$ cat config.mk
export PLATFORM = sky130hd
export DESIGN_NAME = dlp_lowpower
export DESIGN_NICKNAME = d
export VERILOG_FILES = /design/src/pkg/dlp_pkg.sv /design/src/verilog/dlp_count.sv /design/src/verilog/dlp_lowpower.sv /design/src/verilog/dlp_sync.sv
export SDC_FILE = /design/constraint.sdc
export NUM_CORES = 1
export LEC_CHECK = 0
export BUFFER_PORTS_ARGS = -buffer_cell sky130_fd_sc_hd__buf_4
export CAP_MARGIN = 40
export CELL_PAD_IN_SITES_DETAIL_PLACEMENT = 0
export CELL_PAD_IN_SITES_GLOBAL_PLACEMENT = 2
export CORE_UTILIZATION = 25
export DETAILED_ROUTE_END_ITERATION = 6
export PLACE_DENSITY_LB_ADDON = 0.1
export SETUP_SLACK_MARGIN = 0.2
export SKIP_LAST_GASP = 1
export SYNTH_ARGS = -nofsm -noshare
export SYNTH_HDL_FRONTEND = slang
export SYNTH_SLANG_ARGS = --single-unit
$ cat constraint.sdc
create_clock -name sys_clk -period 2.2 [get_ports sys_clk]
set_clock_uncertainty 0.1 [all_clocks]
set_input_delay 0.33 -clock sys_clk [delete_from_list [all_inputs] [get_ports sys_clk]]
set_output_delay 0.33 -clock sys_clk [all_outputs]
set_load 0.005 [all_outputs]
$ cat src/pkg/dlp_pkg.sv
// package for the ddr3 low-power and termination control block
// assumes a single sys_clk domain; ddr pins arrive unsynchronised
package dlp_pkg;
  // command pin bundle, all active low
  typedef struct packed {
    logic cs_n;
    logic ras_n;
    logic cas_n;
    logic we_n;
  } dlp_cmd_s;

  // mode register fields that steer termination and power-down exit
  typedef struct packed {
    logic [2:0] rtt_nom;   // mr1 a9,a6,a2
    logic [1:0] rtt_wr;    // mr2 a10,a9
    logic       pd_fast;   // mr0 a12
  } dlp_mode_s;

  // power state of the device
  typedef enum logic [2:0] {
    DLP_IDLE,
    DLP_SELF_REF,
    DLP_PD_ACT,
    DLP_PD_PRE_FAST,
    DLP_PD_PRE_SLOW,
    DLP_RESET
  } dlp_state_e;

  localparam logic [2:0] DLP_RTT_OFF     = 3'h0;
  localparam logic [1:0] DLP_RTTWR_OFF   = 2'h0;
  localparam int         DLP_CLK_MHZ     = 50;
  // minimum cke pulse in ns, rounded up to cycles of sys_clk below
  localparam int         DLP_TCKE_NS     = 60;
  localparam int         DLP_TCKE_CYC    = (DLP_TCKE_NS * DLP_CLK_MHZ + 999) / 1000;
  // dll relock delay after self-refresh exit
  localparam int         DLP_DLL_LOCK_CYC = 512;
  localparam int         DLP_CNT_W       = 10;
  localparam logic [DLP_CNT_W-1:0] DLP_CNT_ZERO = 10'h000;
  localparam logic [DLP_CNT_W-1:0] DLP_CNT_ONE  = 10'h001;
  localparam int         DLP_SYNC_STAGES = 3;
endpackage

$ cat src/verilog/dlp_count.sv
// loadable down counter, done while zero
// assumes load has priority over counting
`timescale 1ns/1ns
`default_nettype none
module dlp_count
  import dlp_pkg::*;
(
  input  wire logic                 sys_clk,
  input  wire logic                 rst,
  input  wire logic                 load,
  input  wire logic [DLP_CNT_W-1:0] value,
  output logic                      done
);
  logic [DLP_CNT_W-1:0] cnt_r;
  logic [DLP_CNT_W-1:0] cnt_nxt;

  // count toward zero and hold there
  assign cnt_nxt = load ? value : ((cnt_r == DLP_CNT_ZERO) ? cnt_r : cnt_r - DLP_CNT_ONE);
  assign done    = (cnt_r == DLP_CNT_ZERO);

  always_ff @(posedge sys_clk or posedge rst)
  begin
    if (rst)
      cnt_r <= DLP_CNT_ZERO;
    else
      cnt_r <= cnt_nxt;
  end
endmodule
`default_nettype wire

$ cat src/verilog/dlp_lowpower.sv
// ddr3 device side low-power state and termination enable logic
// assumes ddr pins are sampled on sys_clk; bank status from core logic
// Requirements of the document, tagged [Rn] where the block applies them
// refresh encoding with cke low enters self-refresh
// refresh is cs ras cas low, we high
// dll off in self-refresh, on and reset after
// controller waits 512 clocks before write
// controller enters self-refresh only when precharged
// controller drops odt before self-refresh entry
// only cke and reset matter in self-refresh
// internal refresh issued within cke pulse time
// controller honours minimum self-refresh cke low
// controller honours clock hold and setup
// controller sends nop for exit time
// controller issues zq long before dll commands
// power-down enter and exit with cke and nop
// controller keeps cke high during busy operations
// open bank gives active, else precharge power-down
// controller resets dll if unlocked at entry
// buffers off in power-down except clock odt cke
// a12 picks fast or slow precharge power-down
// reset low in power-down enters reset state
// controller holds cke at least pulse time
// controller limits residency and exit latency
// termination applies to all x16 lanes
// odt ignored in self-refresh or disabled modes
// nonzero rtt fields enable termination mode
// odt low off, high on unless disabled
// controller derives waits from clock period
`timescale 1ns/1ns
`default_nettype none
module dlp_lowpower
  import dlp_pkg::*;
#(
  parameter int LANES = 2
)(
  input  wire logic             sys_clk,
  input  wire logic             rst,
  input  wire logic             cke,
  input  wire logic             reset_n,
  input  wire logic             odt,
  input  wire dlp_cmd_s         cmd,
  input  wire dlp_mode_s        mode,
  input  wire logic             any_bank_open,
  output logic                  self_ref,
  output logic                  power_down,
  output logic                  pd_active,
  output logic                  pd_slow_exit,
  output logic                  in_reset,
  output logic                  dll_enable,
  output logic                  dll_reset,
  output logic                  int_refresh,
  output logic                  buf_enable,
  output logic [LANES-1:0]      term_dq,
  output logic [LANES-1:0]      term_dqs,
  output logic [LANES-1:0]      term_dm
);
  logic       cke_s;
  logic       rstn_s;
  logic       odt_s;
  dlp_cmd_s   cmd_s;
  dlp_state_e state_r;
  dlp_state_e state_nxt;
  logic       ref_pend_r;
  logic       dll_lock_done;
  logic       tcke_done;

  // pin synchronisers
  dlp_sync #(.W(1), .RST_VAL(1'b0)) u_sync_cke
  (
    .sys_clk (sys_clk),
    .rst     (rst),
    .d       (cke),
    .q       (cke_s)
  );
  dlp_sync #(.W(1), .RST_VAL(1'b0)) u_sync_rstn
  (
    .sys_clk (sys_clk),
    .rst     (rst),
    .d       (reset_n),
    .q       (rstn_s)
  );
  dlp_sync #(.W(1), .RST_VAL(1'b0)) u_sync_odt
  (
    .sys_clk (sys_clk),
    .rst     (rst),
    .d       (odt),
    .q       (odt_s)
  );
  dlp_sync #(.W(4), .RST_VAL(4'hF)) u_sync_cmd
  (
    .sys_clk (sys_clk),
    .rst     (rst),
    .d       (cmd),
    .q       (cmd_s)
  );

  // command decode
  wire is_refresh = ~cmd_s.cs_n & ~cmd_s.ras_n & ~cmd_s.cas_n & cmd_s.we_n;
  wire is_nop     = cmd_s.cs_n | (cmd_s.ras_n & cmd_s.cas_n & cmd_s.we_n);
  wire sr_entry   = (state_r == DLP_IDLE) & ~cke_s & is_refresh & rstn_s;
  wire pd_entry   = (state_r == DLP_IDLE) & ~cke_s & is_nop & rstn_s;
  wire leave_low  = cke_s & is_nop;
  wire in_sr      = (state_r == DLP_SELF_REF);

  // termination mode and enable
  wire term_mode  = (mode.rtt_nom != DLP_RTT_OFF) | (mode.rtt_wr != DLP_RTTWR_OFF);
  wire term_on    = odt_s & term_mode & ~in_sr & (state_r != DLP_RESET);

  // power state selection
  always_comb
  begin
    state_nxt = state_r;
    case (state_r)
      DLP_IDLE:
        if (!rstn_s)
          state_nxt = DLP_RESET;
        else if (sr_entry)
          state_nxt = DLP_SELF_REF;
        else if (pd_entry)
          state_nxt = any_bank_open ? DLP_PD_ACT :
                      (mode.pd_fast ? DLP_PD_PRE_FAST : DLP_PD_PRE_SLOW);
      DLP_SELF_REF:
        if (!rstn_s)
          state_nxt = DLP_RESET;
        else if (cke_s)
          state_nxt = DLP_IDLE;
      DLP_PD_ACT, DLP_PD_PRE_FAST, DLP_PD_PRE_SLOW:
        if (!rstn_s)
          state_nxt = DLP_RESET;
        else if (leave_low)
          state_nxt = DLP_IDLE;
      DLP_RESET:
        if (rstn_s)
          state_nxt = DLP_IDLE;
      default:
        state_nxt = DLP_RESET;
    endcase
  end

  // next values of the registered status outputs
  wire self_ref_nxt     = (state_nxt == DLP_SELF_REF);
  wire pd_active_nxt    = (state_nxt == DLP_PD_ACT);
  wire pd_slow_exit_nxt = (state_nxt == DLP_PD_PRE_SLOW);
  wire power_down_nxt   = pd_active_nxt | (state_nxt == DLP_PD_PRE_FAST) | pd_slow_exit_nxt;
  wire in_reset_nxt     = (state_nxt == DLP_RESET);
  wire buf_enable_nxt   = (state_nxt == DLP_IDLE);
  wire dll_reset_nxt    = in_sr & buf_enable_nxt;
  wire dll_enable_nxt   = ~self_ref_nxt & ~pd_slow_exit_nxt & ~in_reset_nxt;

  // dll relock timer after self-refresh
  dlp_count u_dll_cnt
  (
    .sys_clk (sys_clk),
    .rst     (rst),
    .load    (dll_reset_nxt),
    .value   (DLP_CNT_W'(DLP_DLL_LOCK_CYC)),
    .done    (dll_lock_done)
  );

  // internal refresh deadline on self-refresh entry
  dlp_count u_tcke_cnt
  (
    .sys_clk (sys_clk),
    .rst     (rst),
    .load    (sr_entry),
    .value   (DLP_CNT_W'(DLP_TCKE_CYC - 1)),
    .done    (tcke_done)
  );

  // state and status registers
  always_ff @(posedge sys_clk or posedge rst)
  begin
    if (rst)
    begin
      state_r      <= DLP_RESET;
      ref_pend_r   <= 1'b0;
      self_ref     <= 1'b0;
      power_down   <= 1'b0;
      pd_active    <= 1'b0;
      pd_slow_exit <= 1'b0;
      in_reset     <= 1'b1;
      dll_enable   <= 1'b0;
      dll_reset    <= 1'b0;
      int_refresh  <= 1'b0;
      buf_enable   <= 1'b0;
      term_dq      <= '0;
      term_dqs     <= '0;
      term_dm      <= '0;
    end
    else
    begin
      state_r      <= state_nxt;
      ref_pend_r   <= sr_entry;
      self_ref     <= self_ref_nxt;
      power_down   <= power_down_nxt;
      pd_active    <= pd_active_nxt;
      pd_slow_exit <= pd_slow_exit_nxt;
      in_reset     <= in_reset_nxt;
      dll_enable   <= dll_enable_nxt;
      dll_reset    <= dll_reset_nxt;
      int_refresh  <= ref_pend_r;
      buf_enable   <= buf_enable_nxt;
      term_dq      <= {LANES{term_on}};
      term_dqs     <= {LANES{term_on}};
      term_dm      <= {LANES{term_on}};
    end
  end

  // relock and refresh deadline counters, checked here
  AST_REF_IN_TCKE: assert property (@(posedge sys_clk) disable iff (rst)
    int_refresh |-> !tcke_done)
    else $error("internal refresh after cke pulse time");
  AST_DLL_RELOCK: assert property (@(posedge sys_clk) disable iff (rst)
    dll_reset |-> !dll_lock_done)
    else $error("dll relock timer not started");

  // self-refresh exit, residency and no entry while cke is high
  AST_SR_EXIT: assert property (@(posedge sys_clk) disable iff (rst)
    in_sr && cke_s && rstn_s |=> !self_ref && dll_enable && dll_reset)
    else $error("self-refresh not left on cke high");
  AST_NO_SR_CKE_HIGH: assert property (@(posedge sys_clk) disable iff (rst)
    state_r == DLP_IDLE && cke_s && rstn_s |=> !self_ref && !power_down)
    else $error("low-power state entered with cke high");
  AST_SR_NO_TERM: assert property (@(posedge sys_clk) disable iff (rst)
    self_ref |=> term_dq == '0)
    else $error("termination on in self-refresh");
  AST_SR_BUF_OFF: assert property (@(posedge sys_clk) disable iff (rst)
    self_ref |-> !buf_enable)
    else $error("inputs live in self-refresh");
  AST_INT_REF_ONCE: assert property (@(posedge sys_clk) disable iff (rst)
    int_refresh |=> !int_refresh)
    else $error("internal refresh pulse too long");

  AST_SR_ENTRY: assert property (@(posedge sys_clk) disable iff (rst)
    sr_entry |=> self_ref)
    else $error("self-refresh not entered");
  AST_SR_DLL_OFF: assert property (@(posedge sys_clk) disable iff (rst)
    self_ref |-> !dll_enable)
    else $error("dll on in self-refresh");
  AST_SR_DLL_RESET: assert property (@(posedge sys_clk) disable iff (rst)
    $fell(self_ref) && !in_reset |-> dll_reset && dll_enable)
    else $error("dll not reset on exit");
  AST_INT_REF: assert property (@(posedge sys_clk) disable iff (rst)
    sr_entry |-> ##2 int_refresh)
    else $error("internal refresh missing");
  AST_SR_HOLD: assert property (@(posedge sys_clk) disable iff (rst)
    in_sr && !cke_s && rstn_s |=> self_ref)
    else $error("self-refresh left without cke");
  AST_PD_KIND: assert property (@(posedge sys_clk) disable iff (rst)
    pd_entry && rstn_s |=> pd_active == $past(any_bank_open))
    else $error("wrong power-down kind");
  AST_PD_SLOW: assert property (@(posedge sys_clk) disable iff (rst)
    pd_entry && rstn_s && !any_bank_open && !mode.pd_fast |=> pd_slow_exit && !dll_enable)
    else $error("slow exit not chosen");
  AST_PD_RESET: assert property (@(posedge sys_clk) disable iff (rst)
    power_down && !rstn_s |=> in_reset && !power_down)
    else $error("reset ignored in power-down");
  AST_BUF_OFF: assert property (@(posedge sys_clk) disable iff (rst)
    power_down |-> !buf_enable)
    else $error("buffers on in power-down");
  AST_TERM: assert property (@(posedge sys_clk) disable iff (rst)
    odt_s && term_mode && state_r == DLP_IDLE |=> term_dq == {LANES{1'b1}})
    else $error("termination not on");
  AST_TERM_OFF: assert property (@(posedge sys_clk) disable iff (rst)
    in_sr || !term_mode |=> term_dqs == '0 && term_dm == '0)
    else $error("termination on while ignored");

  // power-down entry, hold and exit
  AST_PD_ENTRY: assert property (@(posedge sys_clk) disable iff (rst)
    pd_entry |=> power_down && !buf_enable)
    else $error("power-down not entered");
  AST_PD_HOLD: assert property (@(posedge sys_clk) disable iff (rst)
    power_down && !cke_s && rstn_s |=> power_down)
    else $error("power-down left with cke low");
  AST_PD_EXIT: assert property (@(posedge sys_clk) disable iff (rst)
    power_down && leave_low && rstn_s |=> !power_down && buf_enable)
    else $error("power-down not left");
  AST_PD_FAST: assert property (@(posedge sys_clk) disable iff (rst)
    pd_entry && !any_bank_open && mode.pd_fast |=> !pd_slow_exit && dll_enable && !pd_active)
    else $error("fast exit not chosen");
  AST_PD_ACT_DLL: assert property (@(posedge sys_clk) disable iff (rst)
    pd_active |-> dll_enable && power_down)
    else $error("dll off in active power-down");
  AST_PD_KIND_EXCL: assert property (@(posedge sys_clk) disable iff (rst)
    pd_active |-> !pd_slow_exit)
    else $error("two power-down kinds at once");
  AST_IDLE_BUF: assert property (@(posedge sys_clk) disable iff (rst)
    state_r == DLP_IDLE && cke_s && rstn_s |=> buf_enable)
    else $error("buffers off in idle");

  // reset pin and termination truth table
  AST_ANY_RESET: assert property (@(posedge sys_clk) disable iff (rst)
    !rstn_s |=> in_reset && !power_down && !self_ref)
    else $error("reset pin ignored");
  AST_TERM_ODT_LOW: assert property (@(posedge sys_clk) disable iff (rst)
    !odt_s |=> term_dq == '0 && term_dqs == '0)
    else $error("termination on with odt low");
  AST_TERM_LANES: assert property (@(posedge sys_clk) disable iff (rst)
    term_dq == term_dqs && term_dqs == term_dm)
    else $error("lanes terminated unequally");
endmodule
`default_nettype wire

$ cat src/verilog/dlp_sync.sv
// three-flop input synchroniser with agreement filter
// assumes a single destination clock sys_clk
`timescale 1ns/1ns
`default_nettype none
module dlp_sync
  import dlp_pkg::*;
#(
  parameter int          W       = 1,
  parameter logic [W-1:0] RST_VAL = '0
)(
  input  wire logic         sys_clk,
  input  wire logic         rst,
  input  wire logic [W-1:0] d,
  output logic      [W-1:0] q
);
  logic [W-1:0] s1_r;
  logic [W-1:0] s2_r;
  logic [W-1:0] s3_r;
  logic [W-1:0] q_nxt;

  // output follows only when stage two and three agree
  assign q_nxt = (s2_r == s3_r) ? s3_r : q;

  // capture chain
  always_ff @(posedge sys_clk or posedge rst)
  begin
    if (rst)
    begin
      s1_r <= RST_VAL;
      s2_r <= RST_VAL;
      s3_r <= RST_VAL;
      q    <= RST_VAL;
    end
    else
    begin
      s1_r <= d;
      s2_r <= s1_r;
      s3_r <= s2_r;
      q    <= q_nxt;
    end
  end
endmodule
`default_nettype wire
==> results.toml <==
[status]
status = "finished, final reports clean"

[critical_path]
cp_slowest_stage_delay_ns = 0.44
end_kind = "register"
worst_ep_arrival_time_ns = 1.85
cp.required_ns = 2.32
crit_fanout = 8
path_cells = "nor3_1, and4_1, a311o_1, and2_1"
cp_slowest_cell = "dfrtp_1"
critPathLaunchType = "register"
critPathKind = "reg -> reg"

[timing]
finalMaxSlewViolations = 0
fin_setup_tns_ns = 0
max_freq_ghz = 0.578
rsz0062_at_grt = "no"
hold_viol = 0
hold_ws_ns = 0.0468
slew_headroom = 0.659
finalCritPeriodShare = 0.786
worstMarginPinSlew_ns = 0.511
min_period_ns = 1.73
setup_viol = 0
fin_ws_ns = 0.470

[route]
viasPerCell = 4.00
firstDrtPassIters = 4
wl_per_cell_microns = 11.7
ant_nets = 0
first_iter_violations = 29
vias = 836
wirelength_mm = 2.44
post-route-drc-count = 0

[synthesis]
yosysWarnings = 0
syn_area_sq_um = 1520
synth_edf_count = 0
synth_top_family_by_area = "simple AND/OR/NAND/NOR gates"
synth_most_common_cell = "dfrtp_1"
muxShareOfSynthArea = 0.0222
ys_ff_latch = 42
synth_xor_xnor_area_share = 0.0230
synth_top_cell_by_area = "dfrtp_1"
avgSynthCellArea_sq_um = 15.1
ys.flop_type = "dfrtp_1"
synthTopCellsByCount = "dfrtp_1, dfstp_2, buf_4, nand2_1, xor2_1"
yosys-top-cells-area = "dfrtp_1, dfstp_2, buf_4, xor2_1, mux2_1"
async_flop_share = 1.00
ys_seq_area_frac = 0.706
synth_compound_area_frac = 0.0683
yosysUniqueCellTypes = 34
synth-simple-area-share = 0.116
yosys.area.top_type_share = 0.378
syn_nets = 117
synth_fa_ha_area_frac = 0.0197
syn_inst = 101

[place]
gp_congestion = 0.672
placement.io_buffers = 30
dpl.hpwl_mm = 1.71
dp.cells = 201
place_ws_ns = 0.497

[clocking]
cts-root-buf = "clkbuf_8"
cts_resized = 0
clkLatencyLatePin_ns = 0.28
cts_max_path_buffers = 2
cts_tree = "built"
clk_pin_slew_worst_paths_ns = 0.08
cts_made_buffers = 5
cts_hold_buf = 0
post-cts-setup-buffer-count = 0
cts.sinks = 42
cts-htree-levels = 2

[power_and_ir_drop]
power_density_nw_per_um2 = 883
p_leak_uw = 0.000832
vdd_drop_max_mv = 0.415

[die]
rows = 28
die_w_microns = 80.0
ios = 31
start_util = 0.259
core-area_sq_um = 5890
die_height_microns = 80.0
die_area_sq_um = 6400

[global_route]
grt_pass1_vias = 848
grt_usage = 0.0896
antenna_found_initial = 0
grt_max_degree = 43
grt_pass1_wl_mm = 4.14
globalRouteOverflowTotal = 0

[layout]
area_growth_pct = 24.3
final_cells = 209
drive_gt1_frac = 0.507
diodes = 0
num-nets-final = 149

[min_path]
hp-class = "in -> reg"

[run]
maxCapViolations = 0
critical path: cells and delay by family (launching register included):
family / cells / cell delay (ns)
AO/OA/AOI/OAI: 1 / 0.34
flip-flops: 1 / 0.44
AND/OR/NAND/NOR: 3 / 0.79
layout by cell type, fill, tap and decap left out:
master    instances
inv_1             3
clkbuf_8          6
nor3_1            3
nor2_1            3
and4_1            1
o21ai_0           2
buf_4            31
nand3b_1          1
a311o_1           1
a211oi_1          1
clkbuf_1          1
inv_2             2
a211oi_2          1
a31o_4            1
and2_4            1
dfstp_2          19
a21oi_1           2
o21ai_1           1
nand2_1           5
clkinv_2          1
a32oi_1           1
dfrtp_1          23
o211ai_1          2
or2_2             1
nand2b_1          1
nor4_4            1
maj3_1            3
nand4b_1          1
nor3_2            3
xor2_1            4
or3b_1            1
nor2b_2           1
a21o_1            1
and2_1            1
mux2_1            3
or4b_1            1
flip-flops by register name, summed over array words and instances, names as in the netlist, 3 cells and up:
name             count
u_sync_cmd.s3_r      4
state_r              3
u_sync_cmd.s1_r      4
u_sync_cmd.q         4
u_sync_cmd.s2_r      4
metrics by stage:
step	area (sq um)	utilization	total power [uW]
after CTS	1890	0.321	1710
after global placement	1800	0.306	1200
after floorplan	1520	-	1110
final	1890	0.321	1670
after global routing	1890	0.321	1770
after detailed placement	1800	0.306	1200
layer usage:
metal  GRT usage  routed length, microns  share of wire
met1       0.109                    1080           0.44
met2       0.139                    1220           0.50
met3      0.0343                     103          0.042
met4      0.0429                      36          0.015
met5           0                       0              0
logic make-up after synthesis:
group / count (synthesis)
xor+xnor: 4
simple gates: 25
fa+ha+maj: 3
compound gates: 13
flops: 42
buf+inv: 11
mux: 3
where the power goes:
group / switching, uW / internal, uW
registers: 62.3 / 889
logic: 108 / 124
clock network: 234 / 253
total: 404 / 1270
path summary, 6_finish.rpt:
kind                                 endpoint  slack [ns]  depth (start not counted)       start
max                              pd_slow_exit        0.47                          4  state_r[1]
min                        u_sync_cmd.s1_r[2]        0.05                          1      cmd[2]
min in group asynchronous     u_sync_cke.s1_r        0.07                          3         rst
max in group asynchronous          state_r[0]        1.56                          3         rst
max reg2reg                      pd_slow_exit        0.47                          4  state_r[1]
min reg2reg                       int_refresh        0.25                          0  ref_pend_r
final cells by class:
| type | count | area, sq um |
|---|---|---|
| clock inverter | 1 | 5.00 |
| timing repair buffer | 31 | 233 |
| fill | 615 | 4000 |
| clock buffer | 7 | 86.3 |
| inverter | 5 | 18.8 |
| tap | 75 | 93.8 |
| multi-input combinational | 48 | 379 |
| sequential | 42 | 1070 |
Power figures use the tool's default switching activity.
